==> config.mk <==
export PLATFORM = sky130hd
export DESIGN_NAME = bbp_brightness_pwm
export DESIGN_NICKNAME = d
export VERILOG_FILES = /design/src/rtl/bbp_pkg.sv /design/src/rtl/bbp_brightness_pwm.sv
export SDC_FILE = /design/constraint.sdc
export NUM_CORES = 1
export LEC_CHECK = 0
export BUFFER_PORTS_ARGS = -buffer_cell sky130_fd_sc_hd__buf_2
export CAP_MARGIN = 30
export CORE_ASPECT_RATIO = 2
export CORE_UTILIZATION = 55
export CTS_CLUSTER_DIAMETER = 60
export DETAILED_ROUTE_END_ITERATION = 8
export PLACE_DENSITY = 0.72
export SKIP_CTS_REPAIR_TIMING = 1
export SYNTH_ARGS = -nofsm -noshare
export SYNTH_HDL_FRONTEND = slang
export SYNTH_SLANG_ARGS = --single-unit
==> constraint.sdc <==
create_clock -name hclk -period 13.5 [get_ports hclk]
set_input_delay 0.675 -clock hclk [delete_from_list [all_inputs] [get_ports hclk]]
set_output_delay 0.675 -clock hclk [all_outputs]
set_load 0.05 [all_outputs]
==> src/rtl/bbp_pkg.sv <==
// Constants, register map and timing figures of the backlight brightness PWM path.
package bbp_pkg;
  // Register byte addresses on the AHB-Lite slave.
  localparam logic [7:0] ADDR_CTRL = 8'h00;
  localparam logic [7:0] ADDR_BRT = 8'h04;
  localparam logic [7:0] ADDR_STAT = 8'h08;
  localparam logic [7:0] ADDR_DUTY = 8'h0c;
  // Control register field positions.
  localparam int CTRL_SRC = 0;
  localparam int CTRL_SMOOTH = 1;
  localparam int CTRL_SLOPE_LSB = 2;
  localparam int CTRL_DITHER_LSB = 5;
  localparam int CTRL_FSEL_LSB = 9;
  localparam int CTRL_NCH_LSB = 12;
  localparam int CTRL_DIRECT = 15;
  localparam logic [15:0] CTRL_RESET = 16'h6216;
  localparam logic [15:0] BRT_RESET = 16'h0000;
  // Clock figures: 250 MHz system clock, 20 MHz oscillator tick made by a 2/25 phase accumulator.
  localparam int CLK_PERIOD_PS = 4000;
  localparam logic [4:0] OSC_NUM = 5'h02;
  localparam logic [4:0] OSC_DEN = 5'h19;
  localparam int OSC_PERIOD_NS = 50;
  localparam int MIN_PULSE_NS = 200;
  localparam int MIN_PULSE_TICKS = (MIN_PULSE_NS + OSC_PERIOD_NS - 1) / OSC_PERIOD_NS;
  localparam logic [20:0] MIN_FINE = 21'(MIN_PULSE_TICKS * 16);
  localparam logic [16:0] MIN_WIDTH = 17'(MIN_PULSE_TICKS);
  // Slope timing: the base step is 1/256 of the change, at least one count; one step waits slope_ms sub-intervals of 1/256 ms.
  localparam int SLOPE_SUB_NS = 3906;
  localparam int SLOPE_SUB_CYCLES = SLOPE_SUB_NS * 1000 / CLK_PERIOD_PS;
  localparam logic [9:0] SLOPE_SUB_LAST = 10'(SLOPE_SUB_CYCLES - 1);
  localparam int SLOPE_STEP_SHIFT = 8;
  // Duty hysteresis of 0.19 percent of full scale.
  localparam logic [15:0] HYST_COUNTS = 16'(65536 * 19 / 10000);
  // Longest LED period is 2^17 oscillator ticks, about 152 Hz.
  localparam logic [17:0] PERIOD_MAX = 18'h20000;
  localparam int NCH = 6;
  localparam logic [2:0] NCH_MAX = 3'h6;
  localparam logic [3:0] DITHER_MAX = 4'h4;
  localparam logic [23:0] MEAS_SAT = 24'hffffff;
  localparam logic [3:0] DIV_LAST = 4'hf;
  localparam logic [15:0] DUTY_FULL = 16'hffff;

  typedef enum logic [0:0] {
    BBP_MS_IDLE = 1'b0,
    BBP_MS_DIV = 1'b1
  } bbp_meas_t;

  // Transition time in ms for each slope code; code 0 bypasses the sloper.
  function automatic logic [8:0] bbp_slope_ms(input logic [2:0] code);
    case (code)
      3'h1: bbp_slope_ms = 9'h032;
      3'h2: bbp_slope_ms = 9'h04b;
      3'h3: bbp_slope_ms = 9'h064;
      3'h4: bbp_slope_ms = 9'h096;
      3'h5: bbp_slope_ms = 9'h0c8;
      3'h6: bbp_slope_ms = 9'h12c;
      3'h7: bbp_slope_ms = 9'h1f4;
      default: bbp_slope_ms = 9'h000;
    endcase
  endfunction : bbp_slope_ms

  // Fraction 65536/n of a period between neighbouring channels.
  function automatic logic [16:0] bbp_recip(input logic [2:0] n);
    case (n)
      3'h1: bbp_recip = 17'h10000;
      3'h2: bbp_recip = 17'h08000;
      3'h3: bbp_recip = 17'h05555;
      3'h4: bbp_recip = 17'h04000;
      3'h5: bbp_recip = 17'h03333;
      default: bbp_recip = 17'h02aaa;
    endcase
  endfunction : bbp_recip
endpackage : bbp_pkg

==> src/rtl/bbp_brightness_pwm.sv <==
// Brightness path: input duty measurement, sloper, dither and phase-shifted LED PWM outputs.
//
// Overview of operation
// - In direct mode every active channel simply follows the input PWM pin.
// - After reset the sloper runs with smoothing on and a 200 ms transition time.
// - A three-bit slope code picks the transition time, and code zero applies changes at once.
// - The smoothing bit adds an easing on top of the linear slope so changes look softer.
// - With the pin as source outside direct mode, the held duty only moves when the change exceeds 0.19 percent.
// - Without dither one brightness step is one 20 MHz oscillator tick at the reset period setting, two at the longest period and half per shorter one.
// - A four-bit dither field selects off or 1 to 4 extra bits, and it is off after reset.
// - With 1-bit dither every second pulse may be one tick longer.
// - With 3-bit dither the dither value sets how many of each 8 pulses are one tick longer.
// - Pulses shorter than 200 ns are skipped and accumulated so average brightness keeps falling.
// - Skipping never lets the pulse rate fall below 152 Hz.
// - A source select picks the measured pin duty or the register brightness, the pin after reset.
// - The LED period comes from the oscillator alone, one of eight values from 152 Hz to 19.531 kHz.
// - In phase-shift mode active channels are spaced evenly by period over channel count.
//
// Our own choices: register access over AHB-Lite and the register addresses.
`timescale 1ns/1ps
`default_nettype none
module bbp_brightness_pwm (
  // Clock, reset and enable
  input wire logic hclk,
  input wire logic hresetn,
  input wire logic ce,
  // AHB-Lite slave
  input wire logic hsel,
  input wire logic [31:0] haddr,
  input wire logic [1:0] htrans,
  input wire logic hwrite,
  input wire logic [2:0] hsize,
  input wire logic hready,
  input wire logic [31:0] hwdata,
  output logic [31:0] hrdata,
  output logic hreadyout,
  output logic hresp,
  // Brightness input and LED channels
  input wire logic pwm_in,
  output logic [5:0] led_pwm
);
  logic [15:0] ctrl;
  logic [15:0] register_brightness_value;
  logic wr_pend;
  logic [7:0] wr_addr;
  logic [15:0] bright;
  logic [15:0] duty_held;
  logic [15:0] target;
  logic [15:0] last_target;
  logic [15:0] base_step;

  wire logic brightness_source_select = ctrl[bbp_pkg::CTRL_SRC];
  wire logic smooth_curve_enable = ctrl[bbp_pkg::CTRL_SMOOTH];
  wire logic [2:0] slope_code = ctrl[bbp_pkg::CTRL_SLOPE_LSB +: 3];
  wire logic [3:0] dither_raw = ctrl[bbp_pkg::CTRL_DITHER_LSB +: 4];
  wire logic [2:0] dimming_freq_resistor = ctrl[bbp_pkg::CTRL_FSEL_LSB +: 3];
  wire logic [2:0] nch_raw = ctrl[bbp_pkg::CTRL_NCH_LSB +: 3];
  wire logic direct_mode = ctrl[bbp_pkg::CTRL_DIRECT];

  // The slave never stretches a transfer, so every answer is OKAY with no wait state.
  assign hreadyout = 1'b1;
  assign hresp = 1'b0;
  wire logic addr_ok = hsel && hready && htrans[1] && ce;

  always_ff @(posedge hclk or negedge hresetn)
  begin
    if (!hresetn)
    begin
      wr_pend <= 1'b0;
      wr_addr <= 8'h00;
    end
    else if (ce)
    begin
      wr_pend <= addr_ok && hwrite;
      wr_addr <= haddr[7:0];
    end
  end

  always_ff @(posedge hclk or negedge hresetn)
  begin
    if (!hresetn)
    begin
      ctrl <= bbp_pkg::CTRL_RESET;
      register_brightness_value <= bbp_pkg::BRT_RESET;
    end
    else if (ce && wr_pend)
    begin
      if (wr_addr == bbp_pkg::ADDR_CTRL)
        ctrl <= hwdata[15:0];
      else if (wr_addr == bbp_pkg::ADDR_BRT)
        register_brightness_value <= hwdata[15:0];
    end
  end

  // Read data is captured in the address phase, so it stands for the whole data phase.
  always_ff @(posedge hclk or negedge hresetn)
  begin
    if (!hresetn)
      hrdata <= 32'h00000000;
    else if (addr_ok && !hwrite)
    begin
      case (haddr[7:0])
        bbp_pkg::ADDR_CTRL: hrdata <= {16'h0000, ctrl};
        bbp_pkg::ADDR_BRT: hrdata <= {16'h0000, register_brightness_value};
        bbp_pkg::ADDR_STAT: hrdata <= {target, bright};
        bbp_pkg::ADDR_DUTY: hrdata <= {16'h0000, duty_held};
        default: hrdata <= 32'h00000000;
      endcase
    end
  end

  // Input duty measurement; inputs are synchronous, so no synchroniser is needed.
  bbp_pkg::bbp_meas_t ms_state;
  logic pwm_prev;
  logic [23:0] per_cnt;
  logic [23:0] high_cnt;
  logic [23:0] div_per;
  logic [24:0] div_rem;
  logic [15:0] div_q;
  logic [3:0] div_idx;
  wire logic [24:0] div_shift = {div_rem[23:0], 1'b0};
  wire logic div_ge = div_shift >= {1'b0, div_per};
  wire logic rise = pwm_in && !pwm_prev;
  wire logic fall = !pwm_in && pwm_prev;
  wire logic div_done = (ms_state == bbp_pkg::BBP_MS_DIV) && (div_idx == bbp_pkg::DIV_LAST);
  wire logic [15:0] div_result = {div_q[14:0], div_ge};
  wire logic stuck = per_cnt == bbp_pkg::MEAS_SAT;
  logic [15:0] new_duty;
  logic [15:0] duty_diff;

  always_ff @(posedge hclk or negedge hresetn)
  begin
    if (!hresetn)
    begin
      pwm_prev <= 1'b0;
      per_cnt <= 24'h000000;
      high_cnt <= 24'h000000;
    end
    else if (ce)
    begin
      pwm_prev <= pwm_in;
      if (rise)
        per_cnt <= 24'h000001;
      else if (!stuck)
        per_cnt <= per_cnt + 24'h000001;
      if (fall)
        high_cnt <= per_cnt;
    end
  end

  // A sequential divider turns high time over period into a 16-bit duty.
  always_ff @(posedge hclk or negedge hresetn)
  begin
    if (!hresetn)
    begin
      ms_state <= bbp_pkg::BBP_MS_IDLE;
      div_per <= 24'h000000;
      div_rem <= 25'h0000000;
      div_q <= 16'h0000;
      div_idx <= 4'h0;
    end
    else if (ce)
    begin
      case (ms_state)
        bbp_pkg::BBP_MS_IDLE:
        begin
          if (rise && per_cnt != 24'h000000 && !stuck)
          begin
            div_per <= per_cnt;
            div_rem <= {1'b0, high_cnt};
            div_idx <= 4'h0;
            ms_state <= bbp_pkg::BBP_MS_DIV;
          end
        end
        bbp_pkg::BBP_MS_DIV:
        begin
          div_rem <= div_ge ? div_shift - {1'b0, div_per} : div_shift;
          div_q <= div_result;
          div_idx <= div_idx + 4'h1;
          if (div_done)
            ms_state <= bbp_pkg::BBP_MS_IDLE;
        end
        default: ms_state <= bbp_pkg::BBP_MS_IDLE;
      endcase
    end
  end

  // A pin without edges reads as fully on or fully off.
  always_comb
  begin
    new_duty = stuck ? (pwm_prev ? bbp_pkg::DUTY_FULL : 16'h0000) : div_result;
    duty_diff = (new_duty > duty_held) ? new_duty - duty_held : duty_held - new_duty;
  end

  always_ff @(posedge hclk or negedge hresetn)
  begin
    if (!hresetn)
      duty_held <= 16'h0000;
    else if (ce && (div_done || stuck) && duty_diff > bbp_pkg::HYST_COUNTS)
      duty_held <= new_duty;
  end

  assign target = brightness_source_select ? register_brightness_value : duty_held;

  // Sloper timing and stepping.
  logic [9:0] sub_cnt;
  logic [8:0] ms_cnt;
  logic [15:0] remain;
  logic [15:0] step;
  wire logic [8:0] slope_ms = bbp_pkg::bbp_slope_ms(slope_code);
  wire logic slope_tick = (sub_cnt == bbp_pkg::SLOPE_SUB_LAST) && (ms_cnt + 9'h001 >= slope_ms);

  always_comb
  begin
    remain = (target > bright) ? target - bright : bright - target;
    step = base_step;
    if (smooth_curve_enable && (remain >> 3) < base_step)
      step = ((remain >> 3) == 16'h0000) ? 16'h0001 : remain >> 3;
    if (step > remain)
      step = remain;
  end

  always_ff @(posedge hclk or negedge hresetn)
  begin
    if (!hresetn)
    begin
      sub_cnt <= 10'h000;
      ms_cnt <= 9'h000;
    end
    else if (ce)
    begin
      sub_cnt <= (sub_cnt == bbp_pkg::SLOPE_SUB_LAST) ? 10'h000 : sub_cnt + 10'h001;
      if (sub_cnt == bbp_pkg::SLOPE_SUB_LAST)
        ms_cnt <= slope_tick ? 9'h000 : ms_cnt + 9'h001;
    end
  end

  always_ff @(posedge hclk or negedge hresetn)
  begin
    if (!hresetn)
    begin
      bright <= 16'h0000;
      last_target <= 16'h0000;
      base_step <= 16'h0001;
    end
    else if (ce)
    begin
      last_target <= target;
      if (slope_code == 3'h0)
        bright <= target;
      else if (target != last_target)
        base_step <= ((remain >> bbp_pkg::SLOPE_STEP_SHIFT) == 16'h0000) ? 16'h0001
                     : remain >> bbp_pkg::SLOPE_STEP_SHIFT;
      else if (slope_tick)
        bright <= (target > bright) ? bright + step : bright - step;
    end
  end

  // Oscillator tick: 250 MHz times 2/25 gives 20 MHz on average.
  logic [4:0] osc_acc;
  wire logic [4:0] osc_sum = osc_acc + bbp_pkg::OSC_NUM;
  wire logic osc_tick = osc_sum >= bbp_pkg::OSC_DEN;

  always_ff @(posedge hclk or negedge hresetn)
  begin
    if (!hresetn)
      osc_acc <= 5'h00;
    else if (ce)
      osc_acc <= osc_tick ? osc_sum - bbp_pkg::OSC_DEN : osc_sum;
  end

  wire logic [17:0] period_len = bbp_pkg::PERIOD_MAX >> dimming_freq_resistor;
  wire logic [16:0] cnt_mask = 17'(period_len - 18'h00001);
  logic [16:0] pcnt;
  logic [3:0] per_idx;
  logic [16:0] cur_width;
  logic [20:0] skip_acc;
  logic [17:0] gap_cnt;
  wire logic period_end = osc_tick && (pcnt == cnt_mask);

  wire logic [20:0] ext = {bright, 5'h00} >> dimming_freq_resistor;
  wire logic [16:0] width_base = ext[20:4];
  wire logic [3:0] dith = (dither_raw > bbp_pkg::DITHER_MAX) ? bbp_pkg::DITHER_MAX : dither_raw;
  wire logic [3:0] dmask = 4'(8'hf0 >> dith);
  wire logic [3:0] dval = ext[3:0] >> (4'h4 - dith);
  wire logic [3:0] rev_idx = {per_idx[0], per_idx[1], per_idx[2], per_idx[3]} >> (4'h4 - dith);
  wire logic [20:0] fine = {width_base, ext[3:0] & dmask};
  wire logic [20:0] acc_sum = skip_acc + fine;
  wire logic [17:0] gap_lim = (18'h00001 << dimming_freq_resistor) - 18'h00001;
  wire logic lengthen = rev_idx < dval;

  always_ff @(posedge hclk or negedge hresetn)
  begin
    if (!hresetn)
    begin
      pcnt <= 17'h00000;
      per_idx <= 4'h0;
      cur_width <= 17'h00000;
      skip_acc <= 21'h000000;
      gap_cnt <= 18'h00000;
    end
    else if (ce && osc_tick)
    begin
      pcnt <= (pcnt == cnt_mask) ? 17'h00000 : (pcnt + 17'h00001) & cnt_mask;
      if (period_end)
      begin
        per_idx <= per_idx + 4'h1;
        if (width_base >= bbp_pkg::MIN_WIDTH)
        begin
          cur_width <= width_base + {16'h0000, lengthen};
          skip_acc <= 21'h000000;
          gap_cnt <= 18'h00000;
        end
        else if (acc_sum >= bbp_pkg::MIN_FINE || (gap_cnt >= gap_lim && fine != 21'h000000))
        begin
          cur_width <= bbp_pkg::MIN_WIDTH;
          skip_acc <= (acc_sum >= bbp_pkg::MIN_FINE) ? acc_sum - bbp_pkg::MIN_FINE : 21'h000000;
          gap_cnt <= 18'h00000;
        end
        else
        begin
          cur_width <= 17'h00000;
          skip_acc <= acc_sum;
          gap_cnt <= gap_cnt + 18'h00001;
        end
      end
    end
  end

  // Channel outputs; the phase offset is recomputed from the live period and channel count.
  wire logic [2:0] nch = (nch_raw == 3'h0 || nch_raw > bbp_pkg::NCH_MAX) ? bbp_pkg::NCH_MAX : nch_raw;
  logic [5:0] next_led;

  genvar gi;
  generate
    for (gi = 0; gi < bbp_pkg::NCH; gi++)
    begin : g_ch
      wire logic [35:0] off_full = 36'(18'(gi) * bbp_pkg::bbp_recip(nch)) * 36'(period_len);
      wire logic [16:0] offset = off_full[32:16] & cnt_mask;
      wire logic [16:0] pos = (pcnt - offset) & cnt_mask;
      wire logic active = 3'(gi) < nch;
      assign next_led[gi] = active && (direct_mode ? pwm_in : (pos < cur_width));
    end
  endgenerate

  always_ff @(posedge hclk or negedge hresetn)
  begin
    if (!hresetn)
      led_pwm <= 6'h00;
    else if (ce)
      led_pwm <= next_led;
  end
endmodule : bbp_brightness_pwm
`default_nettype wire

==> reports/results.ini <==
[clocking]
clk-insertion-delay-late_ns = 0.58
cts_buffers = 35
cts.clk_slew.worst_paths_ns = 0.08
clockBufferDepth = 3
cts_tree = done
cts_sinks = 353
htreeDepth = 2
cts_root_buf = clkbuf_16

[detailed_routing]
dr.pass1.iters = 6
vias = 38063
wirelength_um = 141400
ant_nets = 0
drt_iter0_drc = 1704
drt-vias-per-instance = 6.000
drcViolationCount = 0
wl_per_cell_um = 22.29

[sta]
clock_skew_ns = 0.01721
fin_crit_sh_pct = 94.65
maxSlewViolCount = 0
slew_headroom_pct = 30.60
clock.fmax_mhz = 78.27
setup_tns_ns = 0
setup_violations = 0
finalCriticalPeriod_ns = 12.78
hold_viol = 0
rsz0062_at_grt = no
worst_pin_slew_ns = 1.030
whs_ns = 0.04512

[pwr]
leakage_uw = 0.02462
p_per_area_nw_per_um2 = 124.0
vdd_drop_max_mv = 0.2052

[global_route]
grt_antenna_before_repair = 6
grt_usage_pct = 35.07
grt_first_pass_wirelength_um = 219400
grt_overflow = 0
grt_pass1_vias = 40175
grt_max_degree = 75

[logic_synthesis]
synth.distinct_cells = 102
yosysWarningCount = 0
syn_inst = 5239
synth.ff_latch_count = 353
ys.flop_type = dfrtp_1
syn_area_per_cell_um2 = 8.491
synth_enable_flop_cells = 0
synth_area_um2 = 44480
seq_area_frac_synth_pct = 19.88
async_flop_share_pct = 100.0

[final_layout]
nNetsFinal = 6269
multi_input_area_um2 = 32300
fillCellCount = 7298
utilization_pct = 59.28
area_growth_syn_to_layout_pct = 6.860
drive_gt1_share_pct = 7.154
regArea_um2 = 8842

[hold_path]
hold_class = input pin to asynchronous set/reset pin

[worst_setup_path]
required_ns = 13.95
cp.arrival_ns = 13.23
end_kind = flip-flop
cpPeakStageDelay_ns = 0.65
slowest_stage = dfstp_2
reg2regPathDepth = 48
crit_path_frequent_cell = ha_1
timing.critical_path.fanout_max = 14
crit_type = flip-flop to flip-flop
critPathLaunchType = flip-flop

[placement]
place_congestion = 1.005
port_buffers = 69
dp_hpwl_um = 113800

[floorplanning]
die_width_um = 203.1
num_io_pins = 116
chipHeight_um = 404.2
core_area_um2 = 80190
rows = 147
initial_utilization_pct = 55.47
dieArea_um2 = 82090

[run]
max-cap-violations = 0

[status]
status = finished, final reports clean

-- worst max-delay path: cells and delay by family (launching register included) --
kind            cells  cell delay [ns]
compound gates     14             3.04
xor+xnor            3             0.55
fa+ha+maj          12             4.38
buf+inv             9             1.37
simple gates       10             2.62
flops               1             0.65
-- state kept, by name, summed over array words and instances, names as in the netlist, 6 cells and up --
signal / count
div_q: 15
gap_cnt: 18
led_pwm: 6
ms_cnt: 9
cur_width: 17
div_per: 24
register_brightness_value: 16
div_rem: 24
wr_addr: 8
ctrl: 16
hrdata: 32
high_cnt: 24
sub_cnt: 10
bright: 16
last_target: 16
duty_held: 16
base_step: 8
pcnt: 17
per_cnt: 24
skip_acc: 21
-- Yosys cell counts, types with 9 or more instances --
cell type,instances,share of area (%)
a211oi_1,33,0.56
a21boi_0,47,0.79
a21o_1,113,1.9
a21oi_1,280,3.2
a22o_1,20,0.39
a31oi_1,36,0.51
and2_1,45,0.63
and3_1,74,1.0
buf_2,10,0.11
buf_4,11,0.19
clkbuf_1,147,1.2
dfrtp_1,346,19
fa_1,297,13
ha_1,625,18
inv_1,710,6.0
mux2_2,65,1.6
mux2i_1,90,2.0
mux4_2,21,1.1
nand2_1,495,4.2
nand2b_1,66,0.93
nand3_1,84,0.95
nand4_1,33,0.46
nor2_1,466,3.9
nor2b_1,62,0.87
nor3_1,67,0.75
nor3b_1,9,0.15
nor4_1,32,0.45
o2111ai_1,11,0.22
o211ai_1,26,0.44
o21a_1,49,0.83
o21ai_0,331,3.7
o21bai_1,26,0.44
o22ai_1,18,0.25
o31a_1,12,0.24
o31ai_1,12,0.20
or2_2,25,0.35
or3_1,24,0.34
xnor2_1,183,3.6
xor2_1,84,1.7
-- area by class of cell --
cell class,count,share of cell area [%]
timing repair buffer,166,2.416
clock buffer,43,1.990
tap,1043,2.745
antenna,3,0.01579
clock inverter,21,0.6186
inverter,717,5.662
multi-input combinational,3998,67.95
sequential,353,18.60
-- metrics by stage --
stage | std cells | total power [uW] | area, um^2 | setup WS [ns]
after floorplan | 5246 | 3856 | 44510 | 2.377
after global placement | 6267 | 4672 | 46140 | 1.258
after detailed placement | 6274 | 4747 | 46250 | 1.142
after CTS | 6338 | 5869 | 47490 | 1.108
after global routing | 6342 | 6331 | 47530 | 0.1055
final | 6344 | 5895 | 47540 | 0.7229
-- power by group --
part           switching [uW]  internal [uW]
registers                 180           1230
logic                    1990           1400
clock network             491            609
-- worst paths after layout --
path | endpoint | slack (ns) | start
min in group hclk | ctrl[13] | 0.32 | hwdata[13]
min reg2reg | hrdata[31] | 0.48 | hrdata[31]
max in group asynchronous | per_cnt[21] | 11.28 | hresetn
min | hrdata[25] | 0.05 | hresetn
max reg2reg | led_pwm[5] | 0.72 | ctrl[13]
max | led_pwm[5] | 0.72 | ctrl[13]
-- cell usage in the layout (no fill, tap or decap), types with 62 or more instances in the layout --
| cell | count |
|---|---|
| nand2b_1 | 66 |
| fa_1 | 297 |
| and3_1 | 74 |
| xnor2_1 | 181 |
| nand2_1 | 494 |
| a21o_1 | 113 |
| nand3_1 | 84 |
| nor2_1 | 465 |
| ha_1 | 625 |
| buf_2 | 69 |
| nor2b_1 | 62 |
| buf_4 | 91 |
| mux2i_1 | 90 |
| inv_1 | 710 |
| nor3_1 | 67 |
| mux2_2 | 65 |
| dfrtp_1 | 346 |
| a21oi_1 | 280 |
| xor2_1 | 83 |
| o21ai_0 | 331 |
-- cells by family (layout without fill, tap and decap cells) --
family	after synthesis	after routing	share of synthesized area (%)
simple gates	1526	1526	15.95
compound gates	1094	1094	15.37
fa+ha+maj	923	923	30.97
buf+inv	895	947	7.693
flops	353	353	19.88
xor+xnor	269	269	5.369
mux	177	177	4.759
other cells	2	12	0.01688
-- layer usage --
layer	share of wire, %	track usage [%]
met5	0.035	0
met4	12	35.01
met3	5.1	5.895
met2	52	65.41
met1	31	30.68
Note: power is estimated with default switching activity, not from simulation.
